==> src/mbd_pkg.sv <==
/*
 * Constants, types and decode helpers for the Manchester byte decoder.
 * Assumes one system clock and a synchronous active-low reset.
 */
// How it works
// - Setting the start bit begins decoding of the two loaded bytes.
// - A finished decode sets the ready flag for software.
// - A byte holding pair 00 or 11 sets the error flag.
// - Invalid input forces the decoded byte to all ones.
// - Four pairs per byte, first pair on top; 01 gives 1, 10 gives 0.
// - Decoding is the exact inverse of encoding, so data round-trips unchanged.
package mbd_pkg;

    localparam int MBD_BYTE_W = 8;
    localparam int MBD_NIB_W = 4;
    localparam int MBD_IN_COUNT = 2;
    localparam int MBD_HIGH_IDX = 1;
    localparam int MBD_LOW_IDX = 0;

    // Code words for one bit pair
    localparam logic [1:0] MBD_PAIR_ONE = 2'h1;
    localparam logic [1:0] MBD_PAIR_ZERO = 2'h2;

    // Output forced on invalid input
    localparam logic [7:0] MBD_ALL_ONES = 8'hFF;

    // Values after reset
    localparam logic [7:0] MBD_BYTE_RST = 8'h00;
    localparam logic MBD_FLAG_RST = 1'b0;

    // Cycles from the edge that takes a start to the first edge that samples the result
    localparam int MBD_DECODE_CYCLES = 2;

    typedef enum logic [1:0] {
        MBD_IDLE = 2'h1,
        MBD_DECODE = 2'h2
    } mbd_state_t;

    // One decoded byte: its nibble and whether the code word was bad
    typedef struct packed {
        logic bad;
        logic [3:0] nibble;
    } mbd_nib_t;

    // Status seen by software
    typedef struct packed {
        logic busy;
        logic ready;
        logic error;
        logic [7:0] decoded;
    } mbd_status_t;

    // True when every pair of the byte is 01 or 10
    function automatic logic mbd_code_valid(input logic [7:0] code);
        logic ok;
        ok = 1'b1;
        for (int i = 0; i < MBD_NIB_W; i++) begin
            if (code[2*i +: 2] != MBD_PAIR_ONE && code[2*i +: 2] != MBD_PAIR_ZERO) begin
                ok = 1'b0;
            end
        end
        return ok;
    endfunction : mbd_code_valid

    // Pair i lands on nibble bit i, so the first pair is the top bit
    function automatic logic [3:0] mbd_nibble(input logic [7:0] code);
        logic [3:0] nib;
        nib = 4'h0;
        for (int i = 0; i < MBD_NIB_W; i++) begin
            nib[i] = (code[2*i +: 2] == MBD_PAIR_ONE);
        end
        return nib;
    endfunction : mbd_nibble

endpackage : mbd_pkg

==> src/mbd_byte_decoder.sv <==
/*
 * Decodes one Manchester byte into a nibble and a bad-code mark.
 * Assumes the byte is stable while its result is used; purely combinational.
 */
`timescale 1ns/1ps

module mbd_byte_decoder (
    input wire logic [7:0] codeByte,
    output mbd_pkg::mbd_nib_t decoded
);
    import mbd_pkg::*;

    // Pair check and bit recovery
    always_comb begin
        decoded.bad = !mbd_code_valid(codeByte);
        decoded.nibble = mbd_nibble(codeByte);
    end

endmodule : mbd_byte_decoder

==> src/mbd_decoder.sv <==
/*
 * Manchester byte decoder: two encoded input bytes, a start strobe,
 * one decoded byte with ready and error flags.
 * Assumes all control inputs come from logic on sys_clk, so none is
 * synchronised; strobes are one-cycle pulses.
 */
`timescale 1ns/1ps

module mbd_decoder (
    input wire logic sys_clk,
    input wire logic rst_n,
    input wire logic highWrite,
    input wire logic [7:0] highData,
    input wire logic lowWrite,
    input wire logic [7:0] lowData,
    input wire logic decodeStart,
    input wire logic readyClear,
    input wire logic errorClear,
    output logic [7:0] encodedInputHigh,
    output logic [7:0] encodedInputLow,
    output mbd_pkg::mbd_status_t status
);
    import mbd_pkg::*;

    mbd_state_t state_reg;
    mbd_state_t state_next;
    logic [7:0] high_reg;
    logic [7:0] low_reg;
    logic [7:0] decoded_reg;
    logic ready_reg;
    logic error_reg;
    logic busy_reg;
    logic startTaken;
    logic finishing;
    logic anyBad;
    logic [7:0] inBytes [MBD_IN_COUNT];
    mbd_nib_t nibs [MBD_IN_COUNT];
    logic [7:0] joined;

    // Start is honoured only while idle
    assign startTaken = decodeStart && (state_reg == MBD_IDLE);
    assign finishing = (state_reg == MBD_DECODE);

    // Encoded input registers, frozen while a decode runs
    always_ff @(posedge sys_clk) begin
        if (!rst_n) begin
            high_reg <= MBD_BYTE_RST;
        end else if (highWrite && state_reg == MBD_IDLE) begin
            high_reg <= highData;
        end
    end

    always_ff @(posedge sys_clk) begin
        if (!rst_n) begin
            low_reg <= MBD_BYTE_RST;
        end else if (lowWrite && state_reg == MBD_IDLE) begin
            low_reg <= lowData;
        end
    end

    // One decoder per input byte
    assign inBytes[MBD_HIGH_IDX] = high_reg;
    assign inBytes[MBD_LOW_IDX] = low_reg;

    for (genvar g = 0; g < MBD_IN_COUNT; g++) begin : g_byte
        mbd_byte_decoder u_dec (
            .codeByte(inBytes[g]),
            .decoded(nibs[g])
        );
    end

    // Upper nibble from the high byte, lower from the low byte
    assign joined = {nibs[MBD_HIGH_IDX].nibble, nibs[MBD_LOW_IDX].nibble};
    assign anyBad = nibs[MBD_HIGH_IDX].bad || nibs[MBD_LOW_IDX].bad;

    // Sequencer
    always_comb begin
        state_next = state_reg;
        case (state_reg)
            MBD_IDLE: begin
                if (startTaken) begin
                    state_next = MBD_DECODE;
                end
            end
            MBD_DECODE: begin
                state_next = MBD_IDLE;
            end
            default: begin
                state_next = MBD_IDLE;
            end
        endcase
    end

    always_ff @(posedge sys_clk) begin
        if (!rst_n) begin
            state_reg <= MBD_IDLE;
        end else begin
            state_reg <= state_next;
        end
    end

    // Busy from the start until the result is shown
    always_ff @(posedge sys_clk) begin
        if (!rst_n) begin
            busy_reg <= MBD_FLAG_RST;
        end else begin
            busy_reg <= (state_next == MBD_DECODE);
        end
    end

    // Decoded byte, all ones on bad code
    always_ff @(posedge sys_clk) begin
        if (!rst_n) begin
            decoded_reg <= MBD_BYTE_RST;
        end else if (finishing) begin
            decoded_reg <= anyBad ? MBD_ALL_ONES : joined;
        end
    end

    // Ready flag: completion sets, start or software clears, set wins
    always_ff @(posedge sys_clk) begin
        if (!rst_n) begin
            ready_reg <= MBD_FLAG_RST;
        end else if (finishing) begin
            ready_reg <= 1'b1;
        end else if (startTaken || readyClear) begin
            ready_reg <= 1'b0;
        end
    end

    // Error flag: a bad decode sets, start, software or a good decode clears, set wins
    always_ff @(posedge sys_clk) begin
        if (!rst_n) begin
            error_reg <= MBD_FLAG_RST;
        end else if (finishing && anyBad) begin
            error_reg <= 1'b1;
        end else if (startTaken || errorClear || finishing) begin
            error_reg <= 1'b0;
        end
    end

    // Outputs, all from flip-flops
    assign encodedInputHigh = high_reg;
    assign encodedInputLow = low_reg;
    assign status.busy = busy_reg;
    assign status.ready = ready_reg;
    assign status.error = error_reg;
    assign status.decoded = decoded_reg;
endmodule : mbd_decoder

==> config.mk <==
export PLATFORM = sky130hd
export DESIGN_NAME = mbd_decoder
export DESIGN_NICKNAME = d
export VERILOG_FILES = /design/src/mbd_pkg.sv /design/src/mbd_byte_decoder.sv /design/src/mbd_decoder.sv
export SDC_FILE = /design/constraint.sdc
export NUM_CORES = 1
export LEC_CHECK = 0
export ABC_CLOCK_PERIOD_IN_PS = 1450
export BUFFER_PORTS_ARGS = -buffer_cell sky130_fd_sc_hd__buf_2
export CAP_MARGIN = 25
export CORE_ASPECT_RATIO = 1.75
export CORE_UTILIZATION = 40
export DETAILED_ROUTE_END_ITERATION = 16
export GPL_TIMING_DRIVEN = 0
export MAX_ROUTING_LAYER = met4
export PLACE_DENSITY = 0.83
export SYNTH_ARGS = -nofsm -noshare
export SYNTH_HDL_FRONTEND = slang
export SYNTH_SLANG_ARGS = --single-unit
==> constraint.sdc <==
create_clock -name sys_clk -period 1.45 [get_ports sys_clk]
set_input_delay 0.29 -clock sys_clk [delete_from_list [all_inputs] [get_ports sys_clk]]
set_output_delay 0.29 -clock sys_clk [all_outputs]
set_load 0.005 [all_outputs]
== Word-level counts from Yosys, hierarchy flattened ==
Index checks and enable logic that the tools add are counted.
W data, S select, Z words.

* Flip-flop bits (word level): 29
* Bits of input ports: 23
* Output and inout port bits: 27

* Reductions and logical operators: 20
* Muxes and demuxes: 15
* Eq/ne operators: 27

{| class="wikitable"
|+ Operator list
! kind !! count
|-
| $eq A2 B1 Y1 const B || 9
|-
| $ne A2 B1 Y1 const B || 8
|-
| $ne A2 B2 Y1 const B || 8
|-
| $logic_and A1 B1 Y1 || 12
|-
| $mux W1 || 12
|-
| $mux W8 || 1
|-
| $eq A2 B2 Y1 const B || 2
|-
| $logic_or A1 B1 Y1 || 4
|-
| $mux W2 || 2
|-
| $reduce_bool A2 Y1 || 2
|-
| $logic_not A1 Y1 || 2
|}

== Logic depth before layout (Yosys ltp) ==
Gate-level depths: netlist of run 1.

* Word-level depth: 10
* Gate-level depth with buffers: 5

== Hierarchy ==
Synthesis of run 1 repeated with hierarchy kept, for this count alone.

* Cell total of the unflattened synthesis: 111
* Area total of the unflattened synthesis: 1202.4 um^2

{| class="wikitable"
|+ By module, submodules not included
! module !! instances !! seq. area each (um^2) !! cells each !! area each (um^2)
|-
| mbd_decoder || 1 || 580.6 || 93 || 1057.3
|-
| mbd_byte_decoder || 2 || 0.0 || 9 || 72.6
|}

== Least setup slack after synthesis of run 1 ==
OpenSTA, ideal clock, no wires.

* Kind: register -> register
* Start: reg low_reg[3] (netlist: encodedInputLow[3])
* End: reg decoded_reg[0]
* Required time: 1.328 ns
* Path slack: -0.085 ns
* Stages on the path, launching flop included: 6
* Buffers on the path: 0
* Clock period less this slack: 1.535 ns
* Arrival time: 1.414 ns
* Path through: dfxtp_1 > inv_1 > ha_1 > nor4_4 > nand2_2 > o311a_1

* Word-level cells in the longest chain between the ends: 8
* Elaborated cells on any way between the ends: 9
* Classes of those cells: eq/ne (2); mux (4); reduce/logical (3)

{| class="wikitable"
|+ Ends and longest elaborated chain
! item !! RTL line !! RTL
|-
| start, declared || mbd_decoder.sv:28 || <nowiki>logic [7:0] low_reg;</nowiki>
|-
| start signal, assigned || mbd_decoder.sv:57 || <nowiki>low_reg <= lowData;</nowiki>
|-
| $ne A2 B1 Y1 or $ne A2 B2 Y1 (tied branches) || mbd_pkg.sv:58 || <nowiki>if (code[2*i +: 2] != MBD_PAIR_ONE && code[2*i +: 2] != MBD_PAIR_ZERO) begin</nowiki>
|-
| $logic_and A1 B1 Y1 * || mbd_pkg.sv:58 ||
|-
| $mux W1 * (3 in a row) || mbd_pkg.sv:58 ||
|-
| $logic_not A1 Y1 * || mbd_byte_decoder.sv:15 || <nowiki>decoded.bad = !mbd_code_valid(codeByte);</nowiki>
|-
| $logic_or A1 B1 Y1 * || mbd_decoder.sv:74 || <nowiki>assign anyBad = nibs[MBD_HIGH_IDX].bad || nibs[MBD_LOW_IDX].bad;</nowiki>
|-
| $mux W8 * || mbd_decoder.sv:116 || <nowiki>decoded_reg <= anyBad ? MBD_ALL_ONES : joined;</nowiki>
|-
| end signal, assigned || mbd_decoder.sv:116 ||
|-
| end, declared || mbd_decoder.sv:29 || <nowiki>logic [7:0] decoded_reg;</nowiki>
|}

Every way passes the cells marked *; elsewhere a longest branch is shown, timed or not.
A chain may end at the register's enable or synchronous reset.

== Worst setup path in the final report of run 1 ==
* Start: reg low_reg[1] (netlist: encodedInputLow[1])
* End: reg decoded_reg[6]

* Word-level cells in the longest chain between the ends: 9
* Elaborated cells on any way between the ends: 10
* Classes of those cells: eq/ne (2); mux (5); reduce/logical (3)

{| class="wikitable"
|+ Ends and longest elaborated chain
! item !! RTL line
|-
| $ne A2 B1 Y1 or $ne A2 B2 Y1 (tied branches) || mbd_pkg.sv:58
|-
| $logic_and A1 B1 Y1 * || mbd_pkg.sv:58
|-
| $mux W1 * (4 in a row) || mbd_pkg.sv:58
|-
| $logic_not A1 Y1 * || mbd_byte_decoder.sv:15
|-
| $logic_or A1 B1 Y1 * || mbd_decoder.sv:74
|-
| $mux W8 * || mbd_decoder.sv:116
|}

Marks and branches as above.

==> impl_metrics.toml, run 1 <==
[synthesis]
ys_top_cells_by_count = "29 x dfxtp_1, 16 x mux2i_1, 16 x nor2_1"
synthSimpleGateAreaFrac_pct = 15.5
syn_area_per_cell_um2 = 10.4
yosys.area.top_type = "dfxtp_1"
synthAdderAreaFrac_pct = 8.12
ys_types = 20
synth_seq_cells = 29
yosys_warnings = 0
yosys.area.top_type_share_pct = 47.1
synth_compound_area_share_pct = 8.22
synthArstFlopShare_pct = 0
synthMuxAreaShare_pct = 13.0
synthTopCellsByArea = "dfxtp_1 47%, mux2i_1 13%, ha_1 8.1%"
ys_seq_area_share_pct = 47.1
synthXorXnorAreaFrac_pct = 0
synthesis.nets = 150
synthCells = 119
synthFlopType = "dfxtp_1"
yosysMostFrequentCell = "dfxtp_1"
synth_top_family_by_area = "simple AND/OR/NAND/NOR gates"
synth-edff-count = 0
synth.cell_area_um2 = 1230

[cells_and_area]
antenna_cells = 0
fin_util_pct = 61.5
fillers = 239
design_area_um2 = 1800
drive_gt1_share_pct = 53.6
fin_nets = 213
area_delta_synth_final_pct = 46.1

[routing]
dr.first_iter.drc_count = 32
drc = 0
vias = 1071
drt_pass1_iterations = 6
ant_nets = 0
routedWlPerCell_um = 13.8
vias_per_cell = 5.08
drt_wl_total_mm = 2.92

[global_routing]
grt_pass1_wl_mm = 4.43
overflow = 0
grt_pass1_vias = 1012
grt_use_total_pct = 19.0
grt_max_degree = 11
antenna_found_initial = 0

[clocking]
cts_buffers = 5
cts_htree_levels = 2
root_buffer = "clkbuf_8"
cts.sinks = 29
cts_hold_buffers = 0
max-clock-path-buffers = 2
cts_tree = "done"
path_clk_slew_ns = 0.06
clock_latency_ns = 0.28

[worst_setup_path]
r2r_start = "encodedInputLow[1]$_SDFFE_PN0P_"
critPathSlowestCell = "o311a_1"
required_ns = 1.61
worst_setup_path_start_kind = "register"
slowest_delay_ns = 0.36
critPathTopFamily = "compound AO/OA/AOI/OAI gates"
worstPathArrival_ns = 1.76
crit_fanout = 4
path_cells = "inv_2 > ha_4 > nor4_4 > buf_4 > nand2_4 > o311a_1"
path_class = "reg2reg"
r2r_slack_ns = -0.14
worst-r2r-cell-count = 6
endpoint_kind = "register"
r2r_end = "decoded_reg[6]$_SDFFE_PN0P_"
path_buf_inv = 2

[floorplanning]
die-area_um2 = 3320
rows = 26
die_x_um = 44.0
die_height_um = 75.4
initial_core_util_pct = 42.1
io_pins = 50
core_um2 = 2930

[sta]
finalSetupViolations = 8
timing.fmax_mhz = 628
slew_violations = 0
maxSlewHeadroom_pct = 70.8
tightest_slew_ns = 0.439
period_share_pct = 110
rsz0062_at_grt = "yes"
worst_slack_ns = -0.143
finalHoldViolations = 0
finClkSkew_ns = 0.00724
post-route-min-period_ns = 1.59

[placement]
placed_area_um2 = 1540
port_buffers = 49
gp_congestion = 0.763
hpwlAfterDp_mm = 1.88

[min_path]
whs_endpoint = "encodedInputHigh[1]$_SDFFE_PN0P_"
holdPathStages = 3
hp-class = "in2reg"
min_from = "highData[1]"

[power_and_ir_drop]
powerDensity_nw_per_um2 = 1050
p_leak_nw = 0.961
vdd_drop_max_v = 0.000767
p_total_mw = 1.89

[status]
violations = "negative setup slack"
status = "finished, violations left"

[flow_run]
maxCapViolCount = 0
==> per-stage QoR <==
step / worst slack (ns) / std cells / hold WS, ns / TNS [ns]
final: -0.143 / 211 / 0.240 / -0.798
after detailed placement: -0.150 / 196 / 0.495 / -0.967
after global placement: -0.142 / 196 / 0.489 / -0.939
after floorplan: -0.0506 / 119 / 0.434 / -0.153
after CTS: -0.0894 / 208 / 0.241 / -0.462
after global routing: -0.198 / 211 / 0.241 / -1.28
==> metal layers <==
metal	routed length (µm)	GRT usage, %	part of all wire, %	up-vias
met5	0	-	0	-
met4	102	11.8	3.5	0
met3	158	6.40	5.4	10
met2	1510	30.0	52	40
met1	1150	20.2	39	495
li1	-	-	-	526
==> cells by family after synthesis <==
kind of cell | Yosys count
DFF | 29
buffers and inverters | 22
AOI/OAI and AO/OA | 11
and+or+nand+nor | 33
adders and majority gates | 8
muxes | 16
==> cell usage in the layout (no fill, tap or decap), types with 8 or more instances in the layout <==
cell / netlist / final
inv_1: 12 / 10
ha_4: 0 / 8
dfxtp_2: 0 / 13
nand2b_1: 9 / 9
nor2_1: 16 / 16
buf_4: 3 / 9
o311a_1: 8 / 8
dfxtp_1: 29 / 16
mux2i_1: 16 / 16
buf_2: 4 / 53
==> where the power goes <==
part	total (mW)	switching [mW]	internal, mW
Combinational	0.292	0.132	0.159
Clock	0.720	0.293	0.428
Sequential	0.881	0.0368	0.844
Total	1.89	0.462	1.43
==> worst max path at each step <==
stage,startpoint,to,slack (ns),cells after the start
floorplan,encodedInputHigh[7]$_SDFFE_PN0P_,decoded_reg[0]$_SDFFE_PN0P_,-0.05,5
global placement,encodedInputHigh[7]$_SDFFE_PN0P_,decoded_reg[1]$_SDFFE_PN0P_,-0.14,5
detailed placement,encodedInputHigh[7]$_SDFFE_PN0P_,decoded_reg[0]$_SDFFE_PN0P_,-0.15,5
CTS,encodedInputLow[1]$_SDFFE_PN0P_,decoded_reg[1]$_SDFFE_PN0P_,-0.09,5
global route,encodedInputLow[1]$_SDFFE_PN0P_,decoded_reg[6]$_SDFFE_PN0P_,-0.20,6
finish,encodedInputLow[1]$_SDFFE_PN0P_,decoded_reg[6]$_SDFFE_PN0P_,-0.14,6
==> tightest hold or removal path, cell delays in order <==
cell     delay [ns]
buf_2          0.07
mux2i_1        0.05
nor2_1         0.07
==> area by class of cell <==
cell class                      instances  area [µm²]  share of cell area [%]
Inverter                               13        48.8                    2.71
Tap cell                               28        35.0                    1.95
Clock buffer                            7        96.3                    5.35
Multi-Input combinational cell         69         678                    37.7
Clock inverter                          1        5.00                   0.278
Timing Repair Buffer                   55         290                    16.1
Sequential cell                        29         597                    33.1
Buffer                                  9        50.0                    2.78
==> what timing repair did <==
action,in CTS,in global routing
pin swaps,4,9
endpoints found under the setup margin,9,9
gates resized for setup,14,9
cloned,1,0
buffers inserted,3,3
(Power assumes the default switching activity.)
==> run 2: changes to the inputs <==
SYNTH_HIERARCHICAL = 1   (was not set)
==> impl_metrics.toml, run 2 <==
[status]
status = "finished, violations left"
violations = "design-rule violations, negative setup slack"

[routing]
drt_wl_total_mm = 2.99
drt_pass1_iterations = 10
routedWlPerCell_um = 15.1
ant_nets = 0
dr.first_iter.drc_count = 39
vias = 1029
drc = 2
vias_per_cell = 5.20

[cells_and_area]
fillers = 241
regArea_um2 = 594
multi_input_area_um2 = 671
drive_gt1_share_pct = 59.4
fin_nets = 201
area_delta_synth_final_pct = 46.7
layout_common_cells = "50 x buf_2, 18 x dfxtp_1, 17 x nor2_1, 16 x mux2i_1, 11 x dfxtp_2"
layout_commonest_cell = "buf_2"
antenna_cells = 0
final_cell_count_no_fill = 198

[synthesis]
synthArstFlopShare_pct = 0
synth.cell_area_um2 = 1200
syn_area_per_cell_um2 = 10.8
ys_top_cells_by_count = "29 x dfxtp_1, 18 x nor2_1, 16 x mux2i_1"
synthCells = 111
yosys.area.top_type = "dfxtp_1"
synthesis.nets = 142
synthTopCellsByArea = "dfxtp_1 48%, mux2i_1 13%, ha_1 8.3%"
synthFlopType = "dfxtp_1"
yosys.area.top_type_share_pct = 48.3
ys_types = 21
synth_seq_cells = 29
yosysMostFrequentCell = "dfxtp_1"
yosys_warnings = 6
ys_seq_area_share_pct = 48.3
synth-edff-count = 0

[sta]
period_share_pct = 122
slew_violations = 0
post-route-min-period_ns = 1.77
fin_tns_setup_ns = -2.52
worst_slack_ns = -0.318
hold_ws_ns = 0.240
maxSlewHeadroom_pct = 83.7
finalSetupViolations = 9
finalHoldViolations = 0
rsz0062_at_grt = "yes"
tightest_slew_ns = 0.245
finClkSkew_ns = 0.00812
timing.fmax_mhz = 566

[power_and_ir_drop]
p_total_mw = 1.81
p_leak_nw = 0.896
vdd_drop_max_v = 0.000685
powerDensity_nw_per_um2 = 1030

[placement]
post-place-ws_ns = -0.411
hpwlAfterDp_mm = 2.15
dp_cells = 187
gp_congestion = 0.744
port_buffers = 48

[worst_setup_path]
worstPathArrival_ns = 1.93
endpoint_kind = "register"
critPathSlowestCell = "or4_4"
crit_fanout = 8
required_ns = 1.62
path_cells = "inv_2 > ha_4 > or4_4 > nor2_4 > nand2_4 > o221a_1"
slowest_delay_ns = 0.55
r2r_end = "decoded_reg[5]$_SDFFE_PN0P_"
path_buf_inv = 1
path_class = "reg2reg"
r2r_start = "encodedInputHigh[1]$_SDFFE_PN0P_"
r2r_slack_ns = -0.32
critPathTopFamily = "simple AND/OR/NAND/NOR gates"
worst-r2r-cell-count = 6
worst_setup_path_start_kind = "register"

[floorplanning]
io_pins = 50
core_um2 = 2900
die-area_um2 = 3240
rows = 26
die_height_um = 74.5
die_x_um = 43.4
initial_core_util_pct = 41.5

[global_routing]
antenna_found_initial = 0
grt_pass1_wl_mm = 4.62
grt_max_degree = 11
overflow = 0
grt_use_total_pct = 20.5
grt_pass1_vias = 1001

[clocking]
path_clk_slew_ns = 0.06
cts_buffers = 5
max-clock-path-buffers = 2
cts.sinks = 29
cts_tree = "done"
root_buffer = "clkbuf_8"
clock_latency_ns = 0.28
cts_htree_levels = 2

[min_path]
holdPathStages = 3
min_from = "highData[1]"
whs_endpoint = "encodedInputHigh[1]$_SDFFE_PN0P_"
hp-class = "in2reg"

[flow_run]
maxCapViolCount = 0
## run 2: power by group
part | switching [mW] | internal (mW)
Sequential | 0.0367 | 0.843
Clock | 0.284 | 0.375
Combinational | 0.121 | 0.150
## run 2: kinds of logic after synthesis
| logic type | count (synthesis) | synth area share, % |
|---|---|---|
| buf+inv | 19 | 8.95 |
| compound gates | 11 | 8.74 |
| fa+ha+maj | 8 | 8.32 |
| mux | 16 | 13.3 |
| simple gates | 28 | 12.4 |
| flops | 29 | 48.3 |
## run 2: worst max path at each step
stage	from	end	slack, ns	depth (start not counted)
6_report	encodedInputHigh[1]$_SDFFE_PN0P_	decoded_reg[5]$_SDFFE_PN0P_	-0.32	6
5_1_grt	encodedInputHigh[1]$_SDFFE_PN0P_	decoded_reg[6]$_SDFFE_PN0P_	-0.35	6
4_1_cts	encodedInputLow[7]$_SDFFE_PN0P_	decoded_reg[6]$_SDFFE_PN0P_	-0.30	6
3_5_place_dp	encodedInputHigh[7]$_SDFFE_PN0P_	decoded_reg[1]$_SDFFE_PN0P_	-0.41	6
3_3_place_gp	encodedInputHigh[7]$_SDFFE_PN0P_	decoded_reg[3]$_SDFFE_PN0P_	-0.35	6
2_1_floorplan	encodedInputHigh[7]$_SDFFE_PN0P_	decoded_reg[0]$_SDFFE_PN0P_	-0.27	6
## run 2: metrics by stage
step           util [%]  area [µm²]
2_1_floorplan         -        1210
3_3_place_gp       51.2        1480
3_5_place_dp       51.2        1480
4_1_cts            59.3        1720
5_1_grt            60.9        1760
6_report           60.9        1760
## run 2: routing by layer
metal  share of wire (%)  track usage (%)  wire length, µm  vias up
met4                 3.5             10.4              105        0
met2                  56             34.2             1660       35
met1                  36             21.0             1080      490
li1                    -                -                -      495
met5                   0                -                0        -
met3                 4.5             6.80              133        9
## run 2: repair_timing
item / in CTS / in global routing
endpoints found under the setup margin: 9 / 9
buffers inserted: 3 / 1
endpoints found under the hold margin: 0 / 0
pin swaps: 7 / 5
hold buffers: 0 / 0
resized for setup: 23 / 7
## run 2: area by class of cell
type | instances | area share, %
Sequential cell | 29 | 33.7
Multi-Input combinational cell | 63 | 38.0
Tap cell | 28 | 1.99
Timing Repair Buffer | 52 | 15.3
Inverter | 11 | 2.34
Buffer | 8 | 3.76
Clock buffer | 7 | 4.89
## run 2: worst min-delay path, stage by stage
cell     delay (ns)
buf_2          0.08
mux2i_1        0.05
nor2_1         0.07
==> run 3: changes to the inputs <==
CAP_MARGIN = 5   (was 25)
SKIP_CTS_REPAIR_TIMING = 1   (was not set)
==> impl_metrics.toml, run 3 (synthesis results as in run 2) <==
[status]
status = "finished, violations left"
violations = "design-rule violations, negative setup slack"

[clocking]
path_clk_slew_ns = 0.06
cts_tree = "done"
clock_latency_ns = 0.28
root_buffer = "clkbuf_8"
cts.sinks = 29
cts_htree_levels = 2
cts_buffers = 5
max-clock-path-buffers = 2

[floorplanning]
initial_core_util_pct = 41.5
die-area_um2 = 3240
io_pins = 50
core_um2 = 2900
die_height_um = 74.5
rows = 26
die_x_um = 43.4

[power_and_ir_drop]
p_total_mw = 1.79
vdd_drop_max_v = 0.000676
p_leak_nw = 0.889
powerDensity_nw_per_um2 = 1040

[placement]
gp_congestion = 0.744
placed_area_um2 = 1480
post-place-ws_ns = -0.411
dp_cells = 187
port_buffers = 48
hpwlAfterDp_mm = 2.15

[global_routing]
antenna_found_initial = 0
grt_use_total_pct = 18.5
grt_pass1_wl_mm = 4.15
grt_max_degree = 11
grt_pass1_vias = 992
overflow = 0

[routing]
drc = 1
vias = 1024
dr.first_iter.drc_count = 47
drt_wl_total_mm = 2.89
drt_pass1_iterations = 10
vias_per_cell = 5.20
routedWlPerCell_um = 14.7
ant_nets = 0

[cells_and_area]
area_delta_synth_final_pct = 43.8
fin_nets = 200
drive_gt1_share_pct = 55.6
antenna_cells = 0
layout_common_cells = "50 x buf_2, 20 x dfxtp_1, 17 x nor2_1, 16 x mux2i_1, 9 x dfxtp_2"
design_area_um2 = 1730
final_cell_count_no_fill = 197
layout_commonest_cell = "buf_2"
fin_util_pct = 59.7

[worst_setup_path]
r2r_slack_ns = -0.32
crit_fanout = 8
required_ns = 1.62
path_class = "reg2reg"
endpoint_kind = "register"
worstPathArrival_ns = 1.94
worst_setup_path_start_kind = "register"

[flow_run]
maxCapViolCount = 0

[sta]
finClkSkew_ns = 0.00716
period_share_pct = 122
post-route-min-period_ns = 1.77
rsz0062_at_grt = "yes"
slew_violations = 0
finalHoldViolations = 0
timing.fmax_mhz = 565
tightest_slew_ns = 0.245
maxSlewHeadroom_pct = 83.7
finalSetupViolations = 9
worst_slack_ns = -0.320

[min_path]
hp-class = "in2reg"
## run 3: cell type report
type / count / area (µm²)
fillers: 245 / 1170
well taps: 28 / 35.0
flip-flops and latches: 29 / 592
inverters: 11 / 41.3
plain buffers: 8 / 66.3
repair buffers: 51 / 263
multi-input cells: 63 / 646
clock buffers: 7 / 86.3
## run 3: critical path: stages, from the launching register on
cell and delay [ns]:
dfxtp_2 0.34, inv_2 0.05, ha_4 0.22, or4_4 0.55, nor2_4 0.14, nand2_4 0.11, o221a_4 0.25
## run 3: path summary, 6_finish.rpt
kind	start	cells after the start	endpoint
max	encodedInputLow[5]$_SDFFE_PN0P_	6	decoded_reg[6]$_SDFFE_PN0P_
min	highData[1]	3	encodedInputHigh[1]$_SDFFE_PN0P_
max reg2reg	encodedInputLow[5]$_SDFFE_PN0P_	6	decoded_reg[6]$_SDFFE_PN0P_
min reg2reg	error_reg$_SDFFE_PN0P_	2	error_reg$_SDFFE_PN0P_
## run 3: power breakdown
part	total, mW	internal (mW)	switching [mW]
registers	0.877	0.843	0.0348
clock network	0.657	0.375	0.282
logic	0.259	0.142	0.117
## run 3: per-stage QoR
stage | hold WS [ns] | setup TNS [ns]
6_report | 0.240 | -2.41
5_1_grt | 0.251 | -2.84
2_1_floorplan | 0.434 | -2.10
3_3_place_gp | 0.480 | -2.85
3_5_place_dp | 0.491 | -3.34
4_1_cts | 0.238 | -3.44
## run 3: metal layers
| metal | up-vias | routed length (µm) | share of wire (%) | track usage, % |
|---|---|---|---|---|
| met5 | - | 0 | 0 | - |
| met4 | 0 | 108 | 3.7 | 11.8 |
| met3 | 10 | 132 | 4.6 | 6.55 |
| met2 | 33 | 1510 | 52 | 32.5 |
| met1 | 490 | 1130 | 39 | 16.4 |
| li1 | 491 | - | - | - |
